`src/shared/pwmc_pkg.sv`:
```
package pwmc_pkg;

    // ----------------------------------------
    // Register addresses
    // ----------------------------------------
    localparam logic [7:0] ADDR_CS01 = 8'hd5;
    localparam logic [7:0] ADDR_CS23 = 8'he5;
    localparam logic [7:0] ADDR_CON01 = 8'hdd;
    localparam logic [7:0] ADDR_CON23 = 8'hed;
    // Index 0..3 is the channel number
    localparam logic [3:0][7:0] ADDR_FG = {8'he7, 8'he6, 8'hd7, 8'hd6};
    localparam logic [3:0][7:0] ADDR_VAL = {8'hef, 8'hee, 8'hdf, 8'hde};

    // ----------------------------------------
    // Field positions inside a channel nibble
    // ----------------------------------------
    // Even channel uses the high nibble, odd channel the low nibble
    localparam int HI_NIB_LSB = 4;
    localparam int CS_EN = 0;
    localparam int CS_SEL_LSB = 1;
    localparam int CON_TC = 0;
    localparam int CON_OE = 1;
    localparam int CON_DC = 2;
    localparam int CON_FLAG = 3;

    // ----------------------------------------
    // Reset values and constants
    // ----------------------------------------
    localparam logic [7:0] REG_RST = 8'h00;
    localparam logic [7:0] TMR_ZERO = 8'h00;
    localparam logic [7:0] TMR_STEP = 8'h01;
    localparam logic [5:0] PRE_STEP = 6'h01;
    localparam logic [5:0] PRE_MASK4 = 6'h03;
    localparam logic [5:0] PRE_MASK16 = 6'h0f;
    localparam logic [5:0] PRE_MASK64 = 6'h3f;

    // Clock source select codes, bit 2 set picks the pin
    localparam logic [1:0] SEL_DIV1 = 2'h0;
    localparam logic [1:0] SEL_DIV4 = 2'h1;
    localparam logic [1:0] SEL_DIV16 = 2'h2;
    localparam logic [1:0] SEL_DIV64 = 2'h3;
    localparam int SEL_EXT_BIT = 2;

endpackage

```
`src/pwmc_chan.sv`:
```
`timescale 1ns/1ns

module pwmc_chan (
    // Clock and reset
    input wire logic i_clk,
    input wire logic i_rst_n,
    // Clock source and divider control
    input wire logic i_src_tick,
    input wire logic i_en,
    input wire logic [7:0] i_div,
    // Value register writes
    input wire logic i_tmr_wr,
    input wire logic i_cmp_wr,
    input wire logic [7:0] i_wdata,
    // Channel state
    output logic [7:0] o_tmr,
    output logic [7:0] o_pend,
    output logic o_roll,
    output logic o_out
);

    typedef struct packed {
        logic [7:0] cnt;
        logic [7:0] tmr;
        logic [7:0] cmp_act;
        logic [7:0] pend;
        logic out;
    } pwmc_chan_st_t;

    pwmc_chan_st_t q;
    pwmc_chan_st_t d;
    logic tick;
    logic adv;
    logic match;
    logic [7:0] nxt;

    // ----------------------------------------
    // Divider, timer and comparator
    // ----------------------------------------
    always_comb begin
        d = q;
        nxt = q.tmr + pwmc_pkg::TMR_STEP;
        // Divider count is internal only, no path to software
        tick = i_en && i_src_tick && (q.cnt == pwmc_pkg::TMR_ZERO);
        adv = tick && !i_tmr_wr;
        match = adv && (nxt == q.cmp_act);
        if (!i_en) begin
            d.cnt = i_div;
        end else if (i_src_tick) begin
            // New divider only seen at reload
            d.cnt = (q.cnt == pwmc_pkg::TMR_ZERO) ? i_div : q.cnt - pwmc_pkg::TMR_STEP;
        end
        if (i_tmr_wr) begin
            d.tmr = i_wdata;
        end else if (tick) begin
            d.tmr = nxt;
        end
        if (i_cmp_wr) begin
            d.pend = i_wdata;
        end
        // Clear beats set, so compare 00h never glitches high
        if (match) begin
            d.out = 1'b0;
            d.cmp_act = q.pend;
        end else if (adv && nxt == pwmc_pkg::TMR_ZERO) begin
            d.out = 1'b1;
        end
    end

    always_ff @(posedge i_clk or negedge i_rst_n) begin
        if (!i_rst_n) begin
            q <= '0;
        end else begin
            q <= d;
        end
    end

    assign o_tmr = q.tmr;
    assign o_pend = q.pend;
    assign o_out = q.out;
    assign o_roll = adv && (nxt == pwmc_pkg::TMR_ZERO);
endmodule

```
`src/pwmc_top.sv`:
```
`timescale 1ns/1ns

// Notes on behaviour
// - Select bit steers value access timer/compare
// - Channel clock is source over divider plus one
// - Divider value reloads an 8-bit down-timer
// - Divider count never visible to software
// - New divider correct after one reload
// - All twelve registers 8-bit, reset to zero
// - Compare write pending until previous match
// - Timer access reads live timer count
// - Timer access write loads the timer
// - Source select: 1, 4, 16, 64, pin
// - Set at zero, clear at match
// - Rollover sets flag; software clears it
// - Override forces high; pin needs enable
module pwmc_top (
    // Clock and reset
    input wire logic I_CLOCK,
    input wire logic I_NRST,
    // Special function register bus
    input wire logic [7:0] I_SFR_ADDR,
    input wire logic I_SFR_WR,
    input wire logic I_SFR_RD,
    input wire logic [7:0] I_SFR_WDATA,
    output logic [7:0] O_SFR_RDATA,
    output logic O_SFR_HIT,
    // External clock pins
    input wire logic I_EXT_CLOCK_PIN_EVEN,
    input wire logic I_EXT_CLOCK_PIN_ODD,
    // Channel pins
    output logic [3:0] O_PWM,
    output logic [3:0] O_PWM_OE
);

    typedef struct packed {
        logic [1:0][7:0] cs;
        logic [1:0][7:0] con;
        logic [3:0][7:0] fg;
        logic [5:0] pre;
        logic [1:0] ext_s1;
        logic [1:0] ext_s2;
        logic [1:0] ext_s3;
        logic [7:0] rdata;
        logic hit;
        logic [3:0] pin;
        logic [3:0] oe;
    } pwmc_top_st_t;

    pwmc_top_st_t q;
    pwmc_top_st_t d;
    logic rst_s1;
    logic rst_n;
    logic [1:0] ext_edge;
    logic [3:0] src_tick;
    logic [3:0] en_w;
    logic [3:0] tc_w;
    logic [3:0] oe_w;
    logic [3:0] dc_w;
    logic [3:0][2:0] sel_w;
    logic [3:0] tmr_wr;
    logic [3:0] cmp_wr;
    logic [3:0][7:0] tmr;
    logic [3:0][7:0] pend;
    logic [3:0] roll;
    logic [3:0] out;

    // ----------------------------------------
    // Helpers
    // ----------------------------------------
    function automatic int nib_lsb(input int n);
        return (n % 2 == 0) ? pwmc_pkg::HI_NIB_LSB : 0;
    endfunction

    function automatic logic [3:0] nib(input logic [7:0] r, input int n);
        return (n % 2 == 0) ? r[7:4] : r[3:0];
    endfunction

    function automatic logic pick_src(input logic [2:0] sel, input logic [5:0] pre, input logic ext);
        logic res;
        res = 1'b0;
        if (sel[pwmc_pkg::SEL_EXT_BIT]) begin
            res = ext;
        end else begin
            unique case (sel[1:0])
                pwmc_pkg::SEL_DIV1: res = 1'b1;
                pwmc_pkg::SEL_DIV4: res = (pre & pwmc_pkg::PRE_MASK4) == pwmc_pkg::PRE_MASK4;
                pwmc_pkg::SEL_DIV16: res = (pre & pwmc_pkg::PRE_MASK16) == pwmc_pkg::PRE_MASK16;
                pwmc_pkg::SEL_DIV64: res = pre == pwmc_pkg::PRE_MASK64;
            endcase
        end
        return res;
    endfunction

    // ----------------------------------------
    // Reset release
    // ----------------------------------------
    always_ff @(posedge I_CLOCK or negedge I_NRST) begin
        if (!I_NRST) begin
            rst_s1 <= 1'b0;
            rst_n <= 1'b0;
        end else begin
            rst_s1 <= 1'b1;
            rst_n <= rst_s1;
        end
    end

    // ----------------------------------------
    // Pin clock edges
    // ----------------------------------------
    // Falling edge counts, as on ordinary timer pins
    assign ext_edge = q.ext_s3 & ~q.ext_s2;

    // ----------------------------------------
    // Channels
    // ----------------------------------------
    for (genvar n = 0; n < 4; n++) begin : g_chan
        logic [3:0] cs_n;
        logic [3:0] con_n;
        assign cs_n = nib(q.cs[n / 2], n);
        assign con_n = nib(q.con[n / 2], n);
        assign en_w[n] = cs_n[pwmc_pkg::CS_EN];
        assign sel_w[n] = cs_n[pwmc_pkg::CS_SEL_LSB +: 3];
        assign tc_w[n] = con_n[pwmc_pkg::CON_TC];
        assign oe_w[n] = con_n[pwmc_pkg::CON_OE];
        assign dc_w[n] = con_n[pwmc_pkg::CON_DC];
        // Even channels take the even pin, odd ones the odd pin
        assign src_tick[n] = pick_src(sel_w[n], q.pre, ext_edge[n % 2]);
        assign tmr_wr[n] = I_SFR_WR && I_SFR_ADDR == pwmc_pkg::ADDR_VAL[n] && tc_w[n];
        assign cmp_wr[n] = I_SFR_WR && I_SFR_ADDR == pwmc_pkg::ADDR_VAL[n] && !tc_w[n];

        pwmc_chan u_chan (
            .i_clk(I_CLOCK),
            .i_rst_n(rst_n),
            .i_src_tick(src_tick[n]),
            .i_en(en_w[n]),
            .i_div(q.fg[n]),
            .i_tmr_wr(tmr_wr[n]),
            .i_cmp_wr(cmp_wr[n]),
            .i_wdata(I_SFR_WDATA),
            .o_tmr(tmr[n]),
            .o_pend(pend[n]),
            .o_roll(roll[n]),
            .o_out(out[n])
        );
    end

    // ----------------------------------------
    // Registers, prescaler and pins
    // ----------------------------------------
    always_comb begin
        d = q;
        // Prescaler runs free, taps shared by all channels
        d.pre = q.pre + pwmc_pkg::PRE_STEP;
        d.ext_s1 = {I_EXT_CLOCK_PIN_ODD, I_EXT_CLOCK_PIN_EVEN};
        d.ext_s2 = q.ext_s1;
        d.ext_s3 = q.ext_s2;
        d.hit = 1'b0;
        if (I_SFR_WR) begin
            case (I_SFR_ADDR)
                pwmc_pkg::ADDR_CS01: d.cs[0] = I_SFR_WDATA;
                pwmc_pkg::ADDR_CS23: d.cs[1] = I_SFR_WDATA;
                pwmc_pkg::ADDR_CON01: d.con[0] = I_SFR_WDATA;
                pwmc_pkg::ADDR_CON23: d.con[1] = I_SFR_WDATA;
                default: ;
            endcase
            for (int n = 0; n < 4; n++) begin
                if (I_SFR_ADDR == pwmc_pkg::ADDR_FG[n]) begin
                    d.fg[n] = I_SFR_WDATA;
                end
            end
        end
        // Rollover after the write, so a set in the clearing cycle survives
        for (int n = 0; n < 4; n++) begin
            if (roll[n]) begin
                d.con[n / 2][nib_lsb(n) + pwmc_pkg::CON_FLAG] = 1'b1;
            end
            d.pin[n] = oe_w[n] && (dc_w[n] || out[n]);
            d.oe[n] = oe_w[n];
        end
        if (I_SFR_RD) begin
            d.hit = 1'b1;
            d.rdata = pwmc_pkg::REG_RST;
            case (I_SFR_ADDR)
                pwmc_pkg::ADDR_CS01: d.rdata = q.cs[0];
                pwmc_pkg::ADDR_CS23: d.rdata = q.cs[1];
                pwmc_pkg::ADDR_CON01: d.rdata = q.con[0];
                pwmc_pkg::ADDR_CON23: d.rdata = q.con[1];
                default: d.hit = 1'b0;
            endcase
            for (int n = 0; n < 4; n++) begin
                if (I_SFR_ADDR == pwmc_pkg::ADDR_FG[n]) begin
                    d.hit = 1'b1;
                    d.rdata = q.fg[n];
                end
                if (I_SFR_ADDR == pwmc_pkg::ADDR_VAL[n]) begin
                    d.hit = 1'b1;
                    d.rdata = tc_w[n] ? tmr[n] : pend[n];
                end
            end
        end
    end

    always_ff @(posedge I_CLOCK or negedge rst_n) begin
        if (!rst_n) begin
            q <= '0;
        end else begin
            q <= d;
        end
    end

    assign O_SFR_RDATA = q.rdata;
    assign O_SFR_HIT = q.hit;
    assign O_PWM = q.pin;
    assign O_PWM_OE = q.oe;

    for (genvar n = 0; n < 4; n++) begin : g_chk

    end
endmodule

```
`config.mk`:
```
export PLATFORM = sky130hd
export DESIGN_NAME = pwmc_top
export DESIGN_NICKNAME = d
export VERILOG_FILES = /design/src/shared/pwmc_pkg.sv /design/src/pwmc_chan.sv /design/src/pwmc_top.sv
export SDC_FILE = /design/constraint.sdc
export NUM_CORES = 1
export LEC_CHECK = 0
export BUFFER_PORTS_ARGS = -buffer_cell sky130_fd_sc_hd__buf_2
export CAP_MARGIN = 20
export CORE_MARGIN = 2
export CORE_UTILIZATION = 60
export CTS_CLUSTER_SIZE = 30
export DETAILED_ROUTE_END_ITERATION = 10
export PLACE_DENSITY = 0.8
export SLEW_MARGIN = 30
export SYNTH_ARGS = -nofsm -noshare
export SYNTH_HDL_FRONTEND = slang
export SYNTH_SLANG_ARGS = --single-unit
```
`constraint.sdc`:
```
create_clock -name I_CLOCK -period 7.88 [get_ports I_CLOCK]
set_input_delay 0.788 -clock I_CLOCK [delete_from_list [all_inputs] [get_ports I_CLOCK]]
set_output_delay 0.788 -clock I_CLOCK [all_outputs]
set_load 0.1 [all_outputs]
```
==> qor_table.md <==
| Step | Quantity | Reported |
|:---|:---|:---|
| run status | Result of the run | finished, final reports clean |
| global routing | Global-route track usage on met3 | 4.356% |
| pwr | Logic pwr share | 23.0% |
| pwr | NetSw | 0.001211 W |
| logic synthesis | Total nets after synthesis | 1291 |
| floorplanning | Starting utilization of the core area | 61.40% |
| timing | Final setup fails | 0 |
| floorplanning | Full die area | 22010 µm² |
| clocking | Clock Tree Buf Depth | 3 |
| setup path | Setup slack, reg-to-reg | 4.56 ns |
| final layout | Finished Layout Cells | 1528 |
| final layout | Fraction of final layout cells with drive strength greater than 1 | 18.47% |
| timing | Final Hold Violating Endpoints | 0 |
| timing | Achievable Freq | 0.3013 GHz |
| setup path | Worst Path Buf+Inv | 0 |
| logic synthesis | Number of enable-type register cells in the synthesized netlist | 0 |
| logic synthesis | Mapped Area | 12500 µm² |
| clocking | H-tree lvl count | 1 |
| setup path | CP Data Required Time | 8.29 ns |
| drt | Number of nets with antenna violations after routing | 0 |
| clocking | Clock Tree Root | sky130_fd_sc_hd__clkbuf_16 |
| clocking | Sink Count | 227 |
| clocking | Clock-pin slew on the worst setup and hold paths | 0.06 ns |
| hold path | Worst hold path type | in2async |
| clocking | Clock tree from TritonCTS | yes |
| placed design | Hpwl dp | 22330 µm |
| pwr | Internal power | 0.002463 W |
| final layout | Utilization after layout | 67.12% |
| global routing | Grt total ovfl | 0 |
| timing | Worst-Margin Slew | 0.9146 ns |
| logic synthesis | Proportion of synthesized flip-flops having asynchronous set or reset | 100.0% |
| timing | Period utilization | 42.12% |
| logic synthesis | Synth warnings | 0 |
| final layout | Layout filler cell count | 1538 |
| clocking | Post-CTS Repair Setup Buffers | 0 |
| clocking | TritonCTS Buffers | 25 |
| clocking | Worst skew pair latency | 0.53 ns |
| global routing | Global Route met1 Usage | 43.14% |
| drt | DRC violation count after routing | 0 |
| setup path | Crit-path max cell delay | 0.73 ns |
| timing | Minimum clock period | 3.319 ns |
| placed design | Cell area after placement | 12720 µm² |
| pwr | Largest vdd supply drop | 181.7 µV |
| setup path | Class of the most critical setup path | reg2reg |
| timing | Final Max Tran Viols | 0 |
| drt | Count of routing violations after the opening detailed-route iteration | 844 |
| timing | Worst setup skew after layout | 0.01705 ns |
| setup path | Cells traversed along the worst timing path | ha_1 > nand3_1 > a211o_1 > a21oi_1 > nor2b_1 > nand4_1 > mux2_2 |
| floorplanning | Number of cell rows | 52 |
| pwr | Sequential group share of total power | 42.1% |
| logic synthesis | Gate Count Post-Synth | 1252 |
| drt | Routed WL | 32270 µm |
| final layout | Total Nets Final | 1276 |
| global routing | Initial antenna violation count | 3 |
| pwr | Part of the power in the clock network | 34.9% |
| global routing | Largest net degree at the start of global routing | 176 |
| final layout | Synthesis-to-finish area growth | 9.316% |
| setup path | Critical Path Start Type | flip-flop |
| global routing | Global-route wire length before repair | 51540 µm |
| floorplanning | Height of the die | 148.4 µm |
| placed design | GPL Wtd Cong | 0.9529 |
| clocking | Post-CTS Hold Fix Bufs | 0 |
| setup path | Capture instance of the worst register-to-register path | g_chan[2].u_chan.q[9] |
| floorplanning | Ports | 39 |
| setup path | Worst path slowest cell | sky130_fd_sc_hd__a21oi_1 |
| setup path | Worst reg2reg path startpoint | q[23] |
| logic synthesis | Flop and latch count out of synthesis | 227 |
| drt | DR vias/cell | 6.315 |
| global routing | GR Util met2 | 47.15% |
| logic synthesis | Most used flip-flop cell after synthesis | sky130_fd_sc_hd__dfrtp_1 |
| setup path | CP endpoint kind | flip-flop |
| timing | Unrepaired setup endpoints after global routing | no |
| floorplanning | Core area | 20360 µm² |
| floorplanning | Die Span X | 148.4 µm |
| setup path | Kind of cell with the highest combined delay on the critical path | compound AO/OA/AOI/OAI gates |
| pwr | Static Leak | 5.990 nW |
| flow run | Maxcap violations | 0 |
| setup path | Data arrival time of the worst path | 3.73 ns |
| logic synthesis | Average instance area after synthesis | 9.987 µm² |
| setup path | R2R depth | 7 |
| setup path | Crit Path Max Fanout | 9 |
| pwr | Areal power density over the cells | 268.8 nW/µm² |
| final layout | Final design area excluding fillers | 13670 µm² |
| global routing | GRT Overall Usage | 29.83% |
| drt | Routed length per placed instance | 21.12 µm |
| drt | Detailed-route via count | 9649 |
| timing | Total Neg Setup Slack | 0 ns |
| logic synthesis | Sequential fraction of the synthesis area | 45.43% |
| timing | Worst rel slew slack | 38.80% |
| clocking | CTS-repair resized insts | 0 |
| global routing | Via count of the first global-routing pass | 9313 |
| global routing | Gr busiest metal | met2 |
| logic synthesis | Post-synth cell types | 72 |
| drt | Router iterations before antenna repair | 6 |
| placed design | Number of buffers added on ports | 38 |
| placed design | Count of placed standard cells including taps | 1479 |
| pwr | Net Sw Frac | 32.96% |
| timing | Hold Slack | 0.02856 ns |
[synthesized netlist by cell type (3+ instances only)]
| cell type | number | area, µm² |
|---|---|---|
| sky130_fd_sc_hd__a211o_1 | 3 | 26.28 |
| sky130_fd_sc_hd__a211oi_1 | 27 | 202.7 |
| sky130_fd_sc_hd__a21boi_0 | 6 | 45.04 |
| sky130_fd_sc_hd__a21oi_1 | 45 | 225.2 |
| sky130_fd_sc_hd__a221o_1 | 5 | 50.05 |
| sky130_fd_sc_hd__a22o_1 | 11 | 96.34 |
| sky130_fd_sc_hd__a22oi_1 | 9 | 67.56 |
| sky130_fd_sc_hd__a31oi_1 | 12 | 75.07 |
| sky130_fd_sc_hd__and2_1 | 3 | 18.77 |
| sky130_fd_sc_hd__and3_1 | 11 | 68.82 |
| sky130_fd_sc_hd__buf_1 | 6 | 22.52 |
| sky130_fd_sc_hd__buf_4 | 16 | 120.1 |
| sky130_fd_sc_hd__clkbuf_1 | 63 | 236.5 |
| sky130_fd_sc_hd__dfrtp_1 | 227 | 5680 |
| sky130_fd_sc_hd__ha_1 | 17 | 212.7 |
| sky130_fd_sc_hd__inv_1 | 25 | 93.84 |
| sky130_fd_sc_hd__mux2_2 | 122 | 1374 |
| sky130_fd_sc_hd__mux2i_1 | 46 | 460.4 |
| sky130_fd_sc_hd__nand2_1 | 95 | 356.6 |
| sky130_fd_sc_hd__nand2b_1 | 10 | 62.56 |
| sky130_fd_sc_hd__nand3_1 | 43 | 215.2 |
| sky130_fd_sc_hd__nand3b_1 | 4 | 30.03 |
| sky130_fd_sc_hd__nand4_1 | 10 | 62.56 |
| sky130_fd_sc_hd__nor2_1 | 102 | 382.9 |
| sky130_fd_sc_hd__nor2b_1 | 18 | 112.6 |
| sky130_fd_sc_hd__nor3_1 | 39 | 195.2 |
| sky130_fd_sc_hd__nor3b_1 | 6 | 45.04 |
| sky130_fd_sc_hd__nor4_1 | 7 | 43.79 |
| sky130_fd_sc_hd__o2111ai_1 | 3 | 26.28 |
| sky130_fd_sc_hd__o211ai_1 | 4 | 30.03 |
| sky130_fd_sc_hd__o21a_1 | 6 | 45.04 |
| sky130_fd_sc_hd__o21ai_0 | 97 | 485.5 |
| sky130_fd_sc_hd__o221ai_1 | 8 | 70.07 |
| sky130_fd_sc_hd__o22a_1 | 3 | 26.28 |
| sky130_fd_sc_hd__o22ai_1 | 8 | 50.05 |
| sky130_fd_sc_hd__o31ai_1 | 5 | 37.54 |
| sky130_fd_sc_hd__or3_1 | 7 | 43.79 |
| sky130_fd_sc_hd__xnor2_1 | 49 | 429.2 |
| sky130_fd_sc_hd__xor2_1 | 31 | 271.5 |
[power by group through the flow]
stage	clock network, W	registers [W]	logic [W]
floorplan	0	0.00141	0.000779
global placement	0	0.00155	0.000805
detailed placement	0	0.00156	0.000832
CTS	0.00129	0.00154	0.000838
global route	0.00134	0.00157	0.000945
finish	0.00128	0.00155	0.000846
[layout make-up]
class | instances | area [µm²] | area share [%]
diodes | 2 | 5.005 | 0.03662
flip-flops and latches | 227 | 5684 | 41.59
clock buffers | 31 | 688.2 | 5.035
clock inverters | 15 | 216.5 | 1.584
repair buffers | 46 | 282.8 | 2.069
well taps | 270 | 337.8 | 2.472
inverters | 25 | 93.84 | 0.6866
multi-input cells | 912 | 6360 | 46.53
[worst reg2reg max path, delay by kind of cell, from the launching register on]
kind	cells	cell delay, ns
adders and majority gates	1	0.33
muxes	1	0.42
DFF	1	0.39
AOI/OAI and AO/OA	2	1.13
and+or+nand+nor	3	0.94
[routing by layer]
metal	share of wire [%]	vias to the layer above	routed length, µm
met1	45	4764	14430
met4	3.0	2	967
met3	6.0	69	1950
met5	0.040	-	13
li1	-	4471	-
met2	46	343	14910
[registers in the layout (all words and copies together) (netlist names), 8 cells and up]
signal                count
O_SFR_RDATA               8
d                         8
g_chan.con_n              8
g_chan.cs_n              12
g_chan.u_chan.o_pend     32
g_chan.u_chan.o_tmr      32
g_chan.u_chan.q          64
q                        40
[worst max-delay path by stage]
stage                                        end     startpoint  slack, ns  cells past startpoint
final                      g_chan[2].u_chan.q[9]          q[23]       4.56                      7
after global routing      g_chan[0].u_chan.q[12]          q[23]       4.33                      7
after CTS                  g_chan[1].u_chan.q[9]          q[23]       4.60                      7
after detailed placement  g_chan[0].u_chan.q[14]  I_SFR_ADDR[3]       4.35                      9
after global placement    g_chan[0].u_chan.q[15]  I_SFR_ADDR[3]       4.44                      9
after floorplan                         O_PWM[0]          rst_n       1.09                      0
[through the flow]
step / power [W] / setup slack (ns)
floorplan: 0.002194 / 1.086
global placement: 0.002359 / 4.440
detailed placement: 0.002390 / 4.350
CTS: 0.003670 / 4.602
global route: 0.003852 / 4.329
finish: 0.003674 / 4.561
[logic make-up (layout without fill, tap and decap cells)]
group	after synthesis	count (layout)	synth area share [%]
multiplexers	168	168	14.67
adder cells (fa/ha/maj)	17	17	1.701
AND/OR/NAND/NOR	371	371	14.33
XOR/XNOR	81	81	5.784
AO/OA/AOI/OAI	274	274	14.10
flip-flops	227	227	45.43
buffers and inverters	113	117	3.953
other	1	3	0.02999
[cell usage in the layout (no fill, tap or decap), types with 6 or more instances in the layout]
cell / count
sky130_fd_sc_hd__mux2i_1: 46
sky130_fd_sc_hd__nand2_1: 95
sky130_fd_sc_hd__mux2_2: 122
sky130_fd_sc_hd__inv_1: 25
sky130_fd_sc_hd__or3_1: 7
sky130_fd_sc_hd__xnor2_1: 49
sky130_fd_sc_hd__buf_4: 6
sky130_fd_sc_hd__nor4_1: 7
sky130_fd_sc_hd__nor2_1: 101
sky130_fd_sc_hd__nand4_1: 10
sky130_fd_sc_hd__a211oi_1: 27
sky130_fd_sc_hd__o22ai_1: 8
sky130_fd_sc_hd__o21a_1: 6
sky130_fd_sc_hd__a22oi_1: 9
sky130_fd_sc_hd__o221ai_1: 8
sky130_fd_sc_hd__and3_1: 11
sky130_fd_sc_hd__nor3_1: 35
sky130_fd_sc_hd__xor2_1: 31
sky130_fd_sc_hd__ha_1: 17
sky130_fd_sc_hd__a21oi_1: 45
sky130_fd_sc_hd__nand2b_1: 10
sky130_fd_sc_hd__a31oi_1: 12
sky130_fd_sc_hd__a21boi_0: 6
sky130_fd_sc_hd__a22o_1: 11
sky130_fd_sc_hd__o21ai_0: 97
sky130_fd_sc_hd__nand3_1: 43
sky130_fd_sc_hd__buf_2: 38
sky130_fd_sc_hd__dfrtp_1: 226
sky130_fd_sc_hd__clkbuf_16: 25
sky130_fd_sc_hd__nor2b_1: 18
(Power assumes the default switching activity.)
